[config.mk]
export PLATFORM = sky130hd
export DESIGN_NAME = rsrm_register_map
export DESIGN_NICKNAME = d
export VERILOG_FILES = /design/src/rsrm_register_map.v
export VERILOG_INCLUDE_DIRS = /design/src
export SDC_FILE = /design/constraint.sdc
export NUM_CORES = 1
export LEC_CHECK = 0
export BUFFER_PORTS_ARGS = -buffer_cell sky130_fd_sc_hd__buf_2
export CORE_UTILIZATION = 35
export CTS_CLUSTER_DIAMETER = 50
export DETAILED_ROUTE_END_ITERATION = 10
export SETUP_SLACK_MARGIN = 0.1
export SLEW_MARGIN = 30
export SYNTH_ARGS = -nofsm -noshare
export SYNTH_HDL_FRONTEND = slang
export SYNTH_SLANG_ARGS = --single-unit
[constraint.sdc]
create_clock -name i_core_clk -period 5.7 [get_ports i_core_clk]
set_clock_uncertainty 0.15 [all_clocks]
set_input_delay 0.57 -clock i_core_clk [delete_from_list [all_inputs] [get_ports i_core_clk]]
set_output_delay 0.57 -clock i_core_clk [all_outputs]
set_load 0.05 [all_outputs]
[src/rsrm_consts.vh]
`ifndef RSRM_CONSTS_VH
`define RSRM_CONSTS_VH

// register addresses
`define RSRM_ADDR_REVISION 6'h00
`define RSRM_ADDR_SYNTH_A 6'h01
`define RSRM_ADDR_SYNTH_N 6'h02
`define RSRM_ADDR_CONTROL 6'h03
`define RSRM_ADDR_RATE 6'h04
`define RSRM_ADDR_CONFIG 6'h05
`define RSRM_ADDR_SERIALIZER 6'h06
`define RSRM_ADDR_RX_IRQ_EN 6'h07
`define RSRM_ADDR_RX_IRQ_STAT 6'h08
`define RSRM_ADDR_RX_BYTE_1 6'h09
`define RSRM_ADDR_RX_VALID_1 6'h0A
`define RSRM_ADDR_RX_BYTE_2 6'h0B
`define RSRM_ADDR_RX_VALID_2 6'h0C
`define RSRM_ADDR_TX_IRQ_EN 6'h0D
`define RSRM_ADDR_TX_IRQ_STAT 6'h0E
`define RSRM_ADDR_TX_BYTE 6'h0F
`define RSRM_ADDR_TX_VALID 6'h10
`define RSRM_ADDR_CODE_LO 6'h11
`define RSRM_ADDR_CODE_HI 6'h18
`define RSRM_ADDR_THRESH_LO 6'h19
`define RSRM_ADDR_THRESH_HI 6'h1A
`define RSRM_ADDR_WAKE_EN 6'h1C
`define RSRM_ADDR_WAKE_STAT 6'h1D
`define RSRM_ADDR_ANALOG 6'h20
`define RSRM_ADDR_CHANNEL 6'h21
`define RSRM_ADDR_STRENGTH 6'h22
`define RSRM_ADDR_POWER 6'h23
`define RSRM_ADDR_OSC_TRIM 6'h24
`define RSRM_ADDR_OSC_CAL 6'h26
`define RSRM_ADDR_GAIN 6'h2E
`define RSRM_ADDR_CARRIER 6'h2F
`define RSRM_ADDR_CLK_OVR 6'h32
`define RSRM_ADDR_CLK_GATE 6'h33
`define RSRM_ADDR_SETTLE 6'h38
`define RSRM_ADDR_FACTORY_0 6'h3C
`define RSRM_ADDR_FACTORY_1 6'h3D
`define RSRM_ADDR_FACTORY_2 6'h3E
`define RSRM_ADDR_FACTORY_3 6'h3F

// reset values of writable registers
`define RSRM_RST_ZERO 8'h00
`define RSRM_RST_CONFIG 8'h01
`define RSRM_RST_SERIALIZER 8'h03
`define RSRM_RST_CODE 64'h1E8B6A3DE0E9B222
`define RSRM_RST_THRESH_LO 8'h08
`define RSRM_RST_THRESH_HI 8'h38
`define RSRM_RST_ANALOG 8'h04
`define RSRM_RST_SETTLE 8'h64

// field positions
`define RSRM_CHAN_DIRECT_BIT 7
`define RSRM_CHAN_NUM_MSB 6
`define RSRM_A_MSB 4
`define RSRM_N_MSB 6
`define RSRM_CMD_WRITE_BIT 7
`define RSRM_CMD_ADDR_MSB 5

// channel to counter mapping: total = base + channel, n = total/32
`define RSRM_SYNTH_BASE 12'h940
`define RSRM_A_BITS 5

// identity fields, arbitrary neutral values
`define RSRM_SILICON_REV 4'h3
`define RSRM_PRODUCT 4'hA

`define RSRM_BIT_LAST 3'h7

`endif

[src/rsrm_register_map.v]
// Function
// - host reads and writes every mapped register over spi, except read-only ones
// - spreading code and factory id are little endian, low byte lowest address
// - revision upper nibble holds the read-only silicon revision code
// - revision lower nibble holds a fixed read-only product code
// - synth a count is five bits, every value 0 to 31 valid
// - channel bit 7 picks channel number or direct a and n counters
// - in channel mode a and n reads return channel-derived values
// - direct mode frequency built from a count and n count
// - synth n count is seven bits, top bit reserved, valid 74 to 77
`timescale 1ns/10ps
`default_nettype none
`include "rsrm_consts.vh"

module rsrm_register_map #(
  parameter [3:0] SILICON_REV = `RSRM_SILICON_REV,
  parameter [3:0] PRODUCT = `RSRM_PRODUCT
) (
  input wire i_core_clk,
  input wire i_rst,
  input wire i_spi_sck,
  input wire i_spi_ss_n,
  input wire i_spi_mosi,
  output wire o_spi_miso,
  output wire o_spi_miso_oe,
  input wire [7:0] i_rx_irq_status,
  input wire [7:0] i_rx_byte_first,
  input wire [7:0] i_rx_valid_first,
  input wire [7:0] i_rx_byte_second,
  input wire [7:0] i_rx_valid_second,
  input wire [7:0] i_tx_irq_status,
  input wire [7:0] i_wake_status,
  input wire [7:0] i_signal_strength,
  input wire [31:0] i_factory_id,
  output wire [4:0] o_synth_a,
  output wire [6:0] o_synth_n,
  output wire o_synth_direct,
  output wire [7:0] o_radio_control,
  output wire [63:0] o_spreading_code
);

  reg [7:0] mem_ff [0:63];
  reg sck_prev_ff;
  reg [2:0] bit_cnt_ff;
  reg cmd_phase_ff;
  reg wr_mode_ff;
  reg [5:0] addr_ff;
  reg [7:0] rx_sh_ff;
  reg [7:0] tx_sh_ff;
  reg miso_ff;
  reg miso_oe_ff;
  reg [4:0] synth_a_ff;
  reg [6:0] synth_n_ff;
  reg synth_direct_ff;
  reg [7:0] rdata;
  reg [63:0] code_cat;
  wire [7:0] nxt_rx_sh;
  wire sck_rise;
  wire sck_fall;
  wire [11:0] chan_total;
  wire [4:0] chan_a;
  wire [6:0] chan_n;
  wire direct_sel;
  wire [5:0] nxt_addr;
  integer i;
  integer k;

  // reset value of each location; read-only and unmapped hold zero
  function [7:0] rst_val;
    input [5:0] a;
    reg [63:0] code_sh;
    begin
      // byte of the code picked by shifting, then cut to one byte
      code_sh = `RSRM_RST_CODE >> {a - `RSRM_ADDR_CODE_LO, 3'h0};
      rst_val = `RSRM_RST_ZERO;
      if (a == `RSRM_ADDR_CONFIG) begin
        rst_val = `RSRM_RST_CONFIG;
      end else if (a == `RSRM_ADDR_SERIALIZER) begin
        rst_val = `RSRM_RST_SERIALIZER;
      end else if (a >= `RSRM_ADDR_CODE_LO && a <= `RSRM_ADDR_CODE_HI) begin
        rst_val = code_sh[7:0];
      end else if (a == `RSRM_ADDR_THRESH_LO) begin
        rst_val = `RSRM_RST_THRESH_LO;
      end else if (a == `RSRM_ADDR_THRESH_HI) begin
        rst_val = `RSRM_RST_THRESH_HI;
      end else if (a == `RSRM_ADDR_ANALOG) begin
        rst_val = `RSRM_RST_ANALOG;
      end else if (a == `RSRM_ADDR_SETTLE) begin
        rst_val = `RSRM_RST_SETTLE;
      end
    end
  endfunction

  // writable map; read-only and holes refuse the write
  function writable;
    input [5:0] a;
    begin
      writable = 1'b0;
      // one branch per register, register pair or code range so a map edit touches one line pair
      if (a == `RSRM_ADDR_SYNTH_A) begin
        writable = 1'b1;
      end else if (a == `RSRM_ADDR_SYNTH_N) begin
        writable = 1'b1;
      end else if (a == `RSRM_ADDR_CONTROL) begin
        writable = 1'b1;
      end else if (a == `RSRM_ADDR_RATE) begin
        writable = 1'b1;
      end else if (a == `RSRM_ADDR_CONFIG) begin
        writable = 1'b1;
      end else if (a == `RSRM_ADDR_SERIALIZER) begin
        writable = 1'b1;
      end else if (a == `RSRM_ADDR_RX_IRQ_EN) begin
        writable = 1'b1;
      end else if (a == `RSRM_ADDR_TX_IRQ_EN) begin
        writable = 1'b1;
      end else if (a == `RSRM_ADDR_TX_BYTE) begin
        writable = 1'b1;
      end else if (a == `RSRM_ADDR_TX_VALID) begin
        writable = 1'b1;
      end else if (a >= `RSRM_ADDR_CODE_LO && a <= `RSRM_ADDR_CODE_HI) begin
        // whole spreading code is host writable, byte by byte
        writable = 1'b1;
      end else if (a == `RSRM_ADDR_THRESH_LO) begin
        writable = 1'b1;
      end else if (a == `RSRM_ADDR_THRESH_HI) begin
        writable = 1'b1;
      end else if (a == `RSRM_ADDR_WAKE_EN) begin
        writable = 1'b1;
      end else if (a == `RSRM_ADDR_ANALOG || a == `RSRM_ADDR_CHANNEL) begin
        writable = 1'b1;
      end else if (a == `RSRM_ADDR_POWER || a == `RSRM_ADDR_OSC_TRIM) begin
        writable = 1'b1;
      end else if (a == `RSRM_ADDR_OSC_CAL) begin
        writable = 1'b1;
      end else if (a == `RSRM_ADDR_GAIN || a == `RSRM_ADDR_CARRIER) begin
        writable = 1'b1;
      end else if (a == `RSRM_ADDR_CLK_OVR || a == `RSRM_ADDR_CLK_GATE) begin
        writable = 1'b1;
      end else if (a == `RSRM_ADDR_SETTLE) begin
        writable = 1'b1;
      end
    end
  endfunction

  assign sck_rise = ~i_spi_ss_n & i_spi_sck & ~sck_prev_ff;
  assign sck_fall = ~i_spi_ss_n & ~i_spi_sck & sck_prev_ff;
  assign nxt_rx_sh = {rx_sh_ff[6:0], i_spi_mosi};
  assign nxt_addr = addr_ff + 6'h01;

  // channel number mapped onto the dual-modulus counters
  assign direct_sel = mem_ff[`RSRM_ADDR_CHANNEL][`RSRM_CHAN_DIRECT_BIT];
  assign chan_total = `RSRM_SYNTH_BASE +
    {5'h00, mem_ff[`RSRM_ADDR_CHANNEL][`RSRM_CHAN_NUM_MSB:0]};
  assign chan_a = chan_total[`RSRM_A_BITS-1:0];
  assign chan_n = chan_total[11:`RSRM_A_BITS];

  // read mux; in channel mode the counters show derived values
  always @* begin
    rdata = mem_ff[addr_ff];
    if (addr_ff == `RSRM_ADDR_REVISION) begin
      rdata = {SILICON_REV, PRODUCT};
    end else if (addr_ff == `RSRM_ADDR_SYNTH_A && !direct_sel) begin
      rdata = {3'h0, chan_a};
    end else if (addr_ff == `RSRM_ADDR_SYNTH_N && !direct_sel) begin
      rdata = {1'b0, chan_n};
    end else if (addr_ff == `RSRM_ADDR_RX_IRQ_STAT) begin
      rdata = i_rx_irq_status;
    end else if (addr_ff == `RSRM_ADDR_RX_BYTE_1) begin
      rdata = i_rx_byte_first;
    end else if (addr_ff == `RSRM_ADDR_RX_VALID_1) begin
      rdata = i_rx_valid_first;
    end else if (addr_ff == `RSRM_ADDR_RX_BYTE_2) begin
      rdata = i_rx_byte_second;
    end else if (addr_ff == `RSRM_ADDR_RX_VALID_2) begin
      rdata = i_rx_valid_second;
    end else if (addr_ff == `RSRM_ADDR_TX_IRQ_STAT) begin
      rdata = i_tx_irq_status;
    end else if (addr_ff == `RSRM_ADDR_WAKE_STAT) begin
      rdata = i_wake_status;
    end else if (addr_ff == `RSRM_ADDR_STRENGTH) begin
      rdata = i_signal_strength;
    end else if (addr_ff == `RSRM_ADDR_FACTORY_0) begin
      rdata = i_factory_id[7:0];
    end else if (addr_ff == `RSRM_ADDR_FACTORY_1) begin
      rdata = i_factory_id[15:8];
    end else if (addr_ff == `RSRM_ADDR_FACTORY_2) begin
      rdata = i_factory_id[23:16];
    end else if (addr_ff == `RSRM_ADDR_FACTORY_3) begin
      rdata = i_factory_id[31:24];
    end
  end

  // spi framing: command byte then data bytes, address auto-increments
  always @(posedge i_core_clk) begin
    if (i_rst) begin
      sck_prev_ff <= 1'b0;
      bit_cnt_ff <= 3'h0;
      cmd_phase_ff <= 1'b1;
      wr_mode_ff <= 1'b0;
      addr_ff <= 6'h00;
      rx_sh_ff <= 8'h00;
      tx_sh_ff <= 8'h00;
      miso_ff <= 1'b0;
      miso_oe_ff <= 1'b0;
    end else begin
      sck_prev_ff <= i_spi_sck;
      miso_oe_ff <= ~i_spi_ss_n;
      if (i_spi_ss_n) begin
        // deselect aborts any partial byte
        bit_cnt_ff <= 3'h0;
        cmd_phase_ff <= 1'b1;
        tx_sh_ff <= 8'h00;
        miso_ff <= 1'b0;
      end else if (sck_rise) begin
        rx_sh_ff <= nxt_rx_sh;
        bit_cnt_ff <= bit_cnt_ff + 3'h1;
        if (bit_cnt_ff == `RSRM_BIT_LAST) begin
          cmd_phase_ff <= 1'b0;
          if (cmd_phase_ff) begin
            wr_mode_ff <= nxt_rx_sh[`RSRM_CMD_WRITE_BIT];
            addr_ff <= nxt_rx_sh[`RSRM_CMD_ADDR_MSB:0];
            tx_sh_ff <= 8'h00;
          end else begin
            // multi-byte fields walk upward from the low byte
            addr_ff <= nxt_addr;
            tx_sh_ff <= 8'h00;
          end
        end
      end else if (sck_fall) begin
        if (bit_cnt_ff == 3'h0 && !cmd_phase_ff && !wr_mode_ff) begin
          // load on the first fall so the address is already settled
          miso_ff <= rdata[7];
          tx_sh_ff <= {rdata[6:0], 1'b0};
        end else begin
          miso_ff <= tx_sh_ff[7];
          tx_sh_ff <= {tx_sh_ff[6:0], 1'b0};
        end
      end
    end
  end

  // register storage; only writable locations ever change
  always @(posedge i_core_clk) begin
    if (i_rst) begin
      for (i = 0; i < 64; i = i + 1) begin
        mem_ff[i] <= rst_val(i[5:0]);
      end
    end else if (sck_rise && bit_cnt_ff == `RSRM_BIT_LAST && !cmd_phase_ff &&
                 wr_mode_ff && writable(addr_ff)) begin
      // stored whole; host keeps reserved bits zero
      mem_ff[addr_ff] <= nxt_rx_sh;
    end
  end

  // synthesizer drive; channel mode recommended, direct for diagnostics
  always @(posedge i_core_clk) begin
    if (i_rst) begin
      synth_a_ff <= 5'h00;
      synth_n_ff <= 7'h00;
      synth_direct_ff <= 1'b0;
    end else begin
      synth_direct_ff <= direct_sel;
      if (direct_sel) begin
        synth_a_ff <= mem_ff[`RSRM_ADDR_SYNTH_A][`RSRM_A_MSB:0];
        synth_n_ff <= mem_ff[`RSRM_ADDR_SYNTH_N][`RSRM_N_MSB:0];
      end else begin
        synth_a_ff <= chan_a;
        synth_n_ff <= chan_n;
      end
    end
  end

  // spreading code gathered low byte first
  always @* begin
    code_cat = 64'h0000000000000000;
    for (k = 0; k < 8; k = k + 1) begin
      code_cat[k*8 +: 8] = mem_ff[`RSRM_ADDR_CODE_LO + k];
    end
  end

  assign o_spi_miso = miso_ff;
  assign o_spi_miso_oe = miso_oe_ff;
  assign o_synth_a = synth_a_ff;
  assign o_synth_n = synth_n_ff;
  assign o_synth_direct = synth_direct_ff;
  assign o_radio_control = mem_ff[`RSRM_ADDR_CONTROL];
  assign o_spreading_code = code_cat;

endmodule

`default_nettype wire

==> flow_summary.ini <==
[floorplanning]
die_h_um = 273
initial_core_util_pct = 35.3
die_w_um = 273
num_io_pins = 188
dieArea_um2 = 74600
core.rowCount = 99
core_ar_um2 = 72800

[synth]
asyncSetResetFlopFracSynth_pct = 0
synth_largest_area_cell = sky130_fd_sc_hd__edfxtp_1
synth.cell_area_um2 = 25700
synthCells = 1959
synth.ff_latch_count = 559
area_share_of_the_largest_cell_type_after_synthesis_pct = 59.8
dominantRegCellSynth = sky130_fd_sc_hd__edfxtp_1
edff_count_synth = 512
synth_most_common_cell = sky130_fd_sc_hd__edfxtp_1
synth_area_leaders = sky130_fd_sc_hd__edfxtp_1 60%, sky130_fd_sc_hd__mux4_2 9.6%, sky130_fd_sc_hd__nor2_1 5.9%
synth_warnings = 0
synthDistinctLibCells = 79
postSynthAreaPerCell_um2 = 13.1
most_frequent_cells_after_synthesis = 512 x sky130_fd_sc_hd__edfxtp_1, 404 x sky130_fd_sc_hd__nor2_1, 128 x sky130_fd_sc_hd__nand2_1
synth.yosys.seq_area_share_pct = 63.4

[timing]
max_clock_freq_ghz = 0.206
post-route-min-period_ns = 4.86
fin_hold_ws_ns = 0.148
final_layout_setup_total_negative_slack_ns = 0
max_slew_headroom_pct = 34.4
timing.final.setup_violations = 0
final_period_util_pct = 85.3
grt_setup_unrepaired = no
final_critical_path_setup_slack_ns = 0.835
slew_viol_final = 0
count_of_endpoints_failing_hold_in_the_final_timing_report = 0
tightest_slew_ns = 0.979

[setup_path]
crit_buf_inv = 2
worst-endpoint-required_ns = 5.78
crit_path_start_kind = register
cp-end-kind = register
worst_path_max_stage_delay_ns = 0.74
cp_top_family = compound AO/OA/AOI/OAI gates
crit_path_max_fanout = 24
critical_path.slowest_cell = sky130_fd_sc_hd__ha_1
cell_by_cell_trace_of_the_critical_path = inv_1 > ha_1 > o21ai_1 > a21oi_1 > nor2_1 > mux4_2 > a211oi_4 > nand3_2 > buf_4 > o21bai_1
setup.worst_path.class = register to register
arrival_worst_endpoint_ns = 4.94

[finish]
areaGrowthSynthToFinish_pct = 17.8
final_cell_area_um2 = 30300
utilization_pct = 41.6
ff_latch_area_um2 = 16300
final_cell_count_without_fillers = 3240
num-fill-cells = 6801
combined_area_of_the_multi_input_logic_cells_um2 = 9180
final_layout_size_suffix_gt1_share_pct = 21.3
layout_nets = 2335

[cts]
cts.reportedPaths.clkPinSlew_ns = 0.06
clock_tree.root_cell = sky130_fd_sc_hd__clkbuf_16
tritoncts = built
cts_sinks = 559
htree_levels = 3
clkLatencyLatePin_ns = 0.61
cts-hold-fix-buffers = 0
post-cts-setup-buffer-count = 0
cts_repair_resize_count = 0
clock_buffer_count_from_cts = 67
ctsLongestPathBuffers = 3

[global_route]
grt_pass1_vias = 17822
overflow = 0
grt_pass1_wl_um = 123000
grt_max_degree = 82
grt_antenna_before_repair = 4
grtUsageTotal_pct = 22.6

[drt]
vias = 18230
antenna_violating_nets_post_route = 0
firstDrtPassIters = 6
viasPerCell = 5.63
first_iter_violations = 2326
wirelength_um = 85300
route.detailed.drc = 0
wl_per_cell_um = 26.3

[power]
power.density_cell_area_nw_per_um2 = 310
post-layout-total-power_mw = 9.40
power_leakage_nw = 9.86
ir_worst_vdd_v = 0.000203

[place]
portBuffers = 187
place_hpwl_um = 60400
detailedPlace.worstSlack_ns = 0.904
gp_congestion = 0.974
placed_cell_area_um2 = 28100
dp_cells = 3115

[status]
outcome = finished, final reports clean

[hold_path]
timing.hold.worst.class = input pin to register

[run]
max_cap_viol_count = 0
power by group:
group          internal (mW)  switching, mW  total, mW  leakage (nW)
Combinational          0.145          0.331      0.476          3.53
Sequential              4.70         0.0985       4.80          5.31
Clock                   2.36           1.77       4.13          1.02
logic make-up after synthesis:
kind of cell	Yosys count	synth area share [%]
AO/OA/AOI/OAI	257	7.08
XOR/XNOR	1	0.0341
adder cells (fa/ha/maj)	8	0.389
buffers and inverters	186	2.96
flip-flops	559	63.4
multiplexers	190	12.8
other	1	0.0146
AND/OR/NAND/NOR	757	13.3
layout make-up:
class	count	area share, %
clock buffer	77	5.73
antenna	2	0.0165
timing repair buffer	241	4.60
tap	959	3.96
clock inverter	45	1.28
sequential	559	53.9
multi-input combinational	1341	30.3
inverter	16	0.198
placed cells by master, fill, tap and decap left out, types with 5 or more instances in the layout:
cell | Yosys | routed
sky130_fd_sc_hd__nand2_2 | 0 | 6
sky130_fd_sc_hd__nand3b_1 | 10 | 10
sky130_fd_sc_hd__clkbuf_16 | 0 | 68
sky130_fd_sc_hd__nor2b_1 | 26 | 26
sky130_fd_sc_hd__nor3_1 | 25 | 24
sky130_fd_sc_hd__inv_1 | 13 | 13
sky130_fd_sc_hd__nand3_1 | 35 | 34
sky130_fd_sc_hd__a22oi_1 | 26 | 26
sky130_fd_sc_hd__nor3b_1 | 9 | 5
sky130_fd_sc_hd__and3_1 | 7 | 7
sky130_fd_sc_hd__ha_1 | 8 | 8
sky130_fd_sc_hd__and2_1 | 19 | 19
sky130_fd_sc_hd__buf_4 | 1 | 50
sky130_fd_sc_hd__clkinv_2 | 0 | 8
sky130_fd_sc_hd__mux2i_1 | 76 | 76
sky130_fd_sc_hd__a31oi_1 | 14 | 14
sky130_fd_sc_hd__nor4b_1 | 6 | 5
sky130_fd_sc_hd__o21bai_1 | 49 | 49
sky130_fd_sc_hd__mux4_2 | 110 | 110
sky130_fd_sc_hd__o21ai_0 | 32 | 32
sky130_fd_sc_hd__a22o_1 | 6 | 6
sky130_fd_sc_hd__nor4_1 | 5 | 5
sky130_fd_sc_hd__a211oi_1 | 15 | 15
sky130_fd_sc_hd__or3_1 | 40 | 40
sky130_fd_sc_hd__a221oi_1 | 7 | 7
sky130_fd_sc_hd__buf_2 | 47 | 186
sky130_fd_sc_hd__a21oi_1 | 41 | 41
sky130_fd_sc_hd__nand4_1 | 16 | 16
sky130_fd_sc_hd__clkinv_1 | 2 | 15
sky130_fd_sc_hd__dfxtp_1 | 47 | 44
sky130_fd_sc_hd__edfxtp_1 | 512 | 512
sky130_fd_sc_hd__conb_1 | 1 | 128
sky130_fd_sc_hd__clkinvlp_4 | 0 | 5
sky130_fd_sc_hd__nand2b_1 | 7 | 7
sky130_fd_sc_hd__clkinv_4 | 0 | 5
sky130_fd_sc_hd__nor2_1 | 404 | 404
sky130_fd_sc_hd__o22ai_1 | 13 | 13
sky130_fd_sc_hd__clkbuf_1 | 104 | 9
sky130_fd_sc_hd__nand2_1 | 128 | 122
worst register-to-register path: stages, from the launching register on:
cell and delay, ns:
sky130_fd_sc_hd__dfxtp_1 0.38, sky130_fd_sc_hd__inv_1 0.22, sky130_fd_sc_hd__ha_1 0.74, sky130_fd_sc_hd__o21ai_1 0.19, sky130_fd_sc_hd__a21oi_1 0.22, sky130_fd_sc_hd__nor2_1 0.07, sky130_fd_sc_hd__mux4_2 0.56, sky130_fd_sc_hd__a211oi_4 0.48
sky130_fd_sc_hd__nand3_2 0.56, sky130_fd_sc_hd__buf_4 0.38, sky130_fd_sc_hd__o21bai_1 0.57
path summary, 6_finish.rpt:
path | start | to | slack, ns | depth (start not counted)
min | i_spi_sck | sck_prev_ff | 0.15 | 2
min reg2reg | mem_ff[2][4] | o_synth_n[4] | 0.37 | 1
max | addr_ff[0] | mem_ff[23][0] | 0.84 | 10
max reg2reg | addr_ff[0] | mem_ff[23][0] | 0.84 | 10
sequential cells by signal (all words and copies together) (netlist names), 3 cells and up, named ones only:
signal,flops
mem_ff,512
o_synth_n,7
rx_sh_ff,7
tx_sh_ff,7
addr_ff,6
o_synth_a,5
bit_cnt_ff,3
per-layer routing:
layer	part of all wire, %	routed length [um]	GRT usage (%)
met5	0.032	27	0
met3	9.2	7830	4.34
met1	39	33100	29.1
met2	48	41100	37.6
met4	3.9	3290	8.78
(Power assumes the default switching activity.)
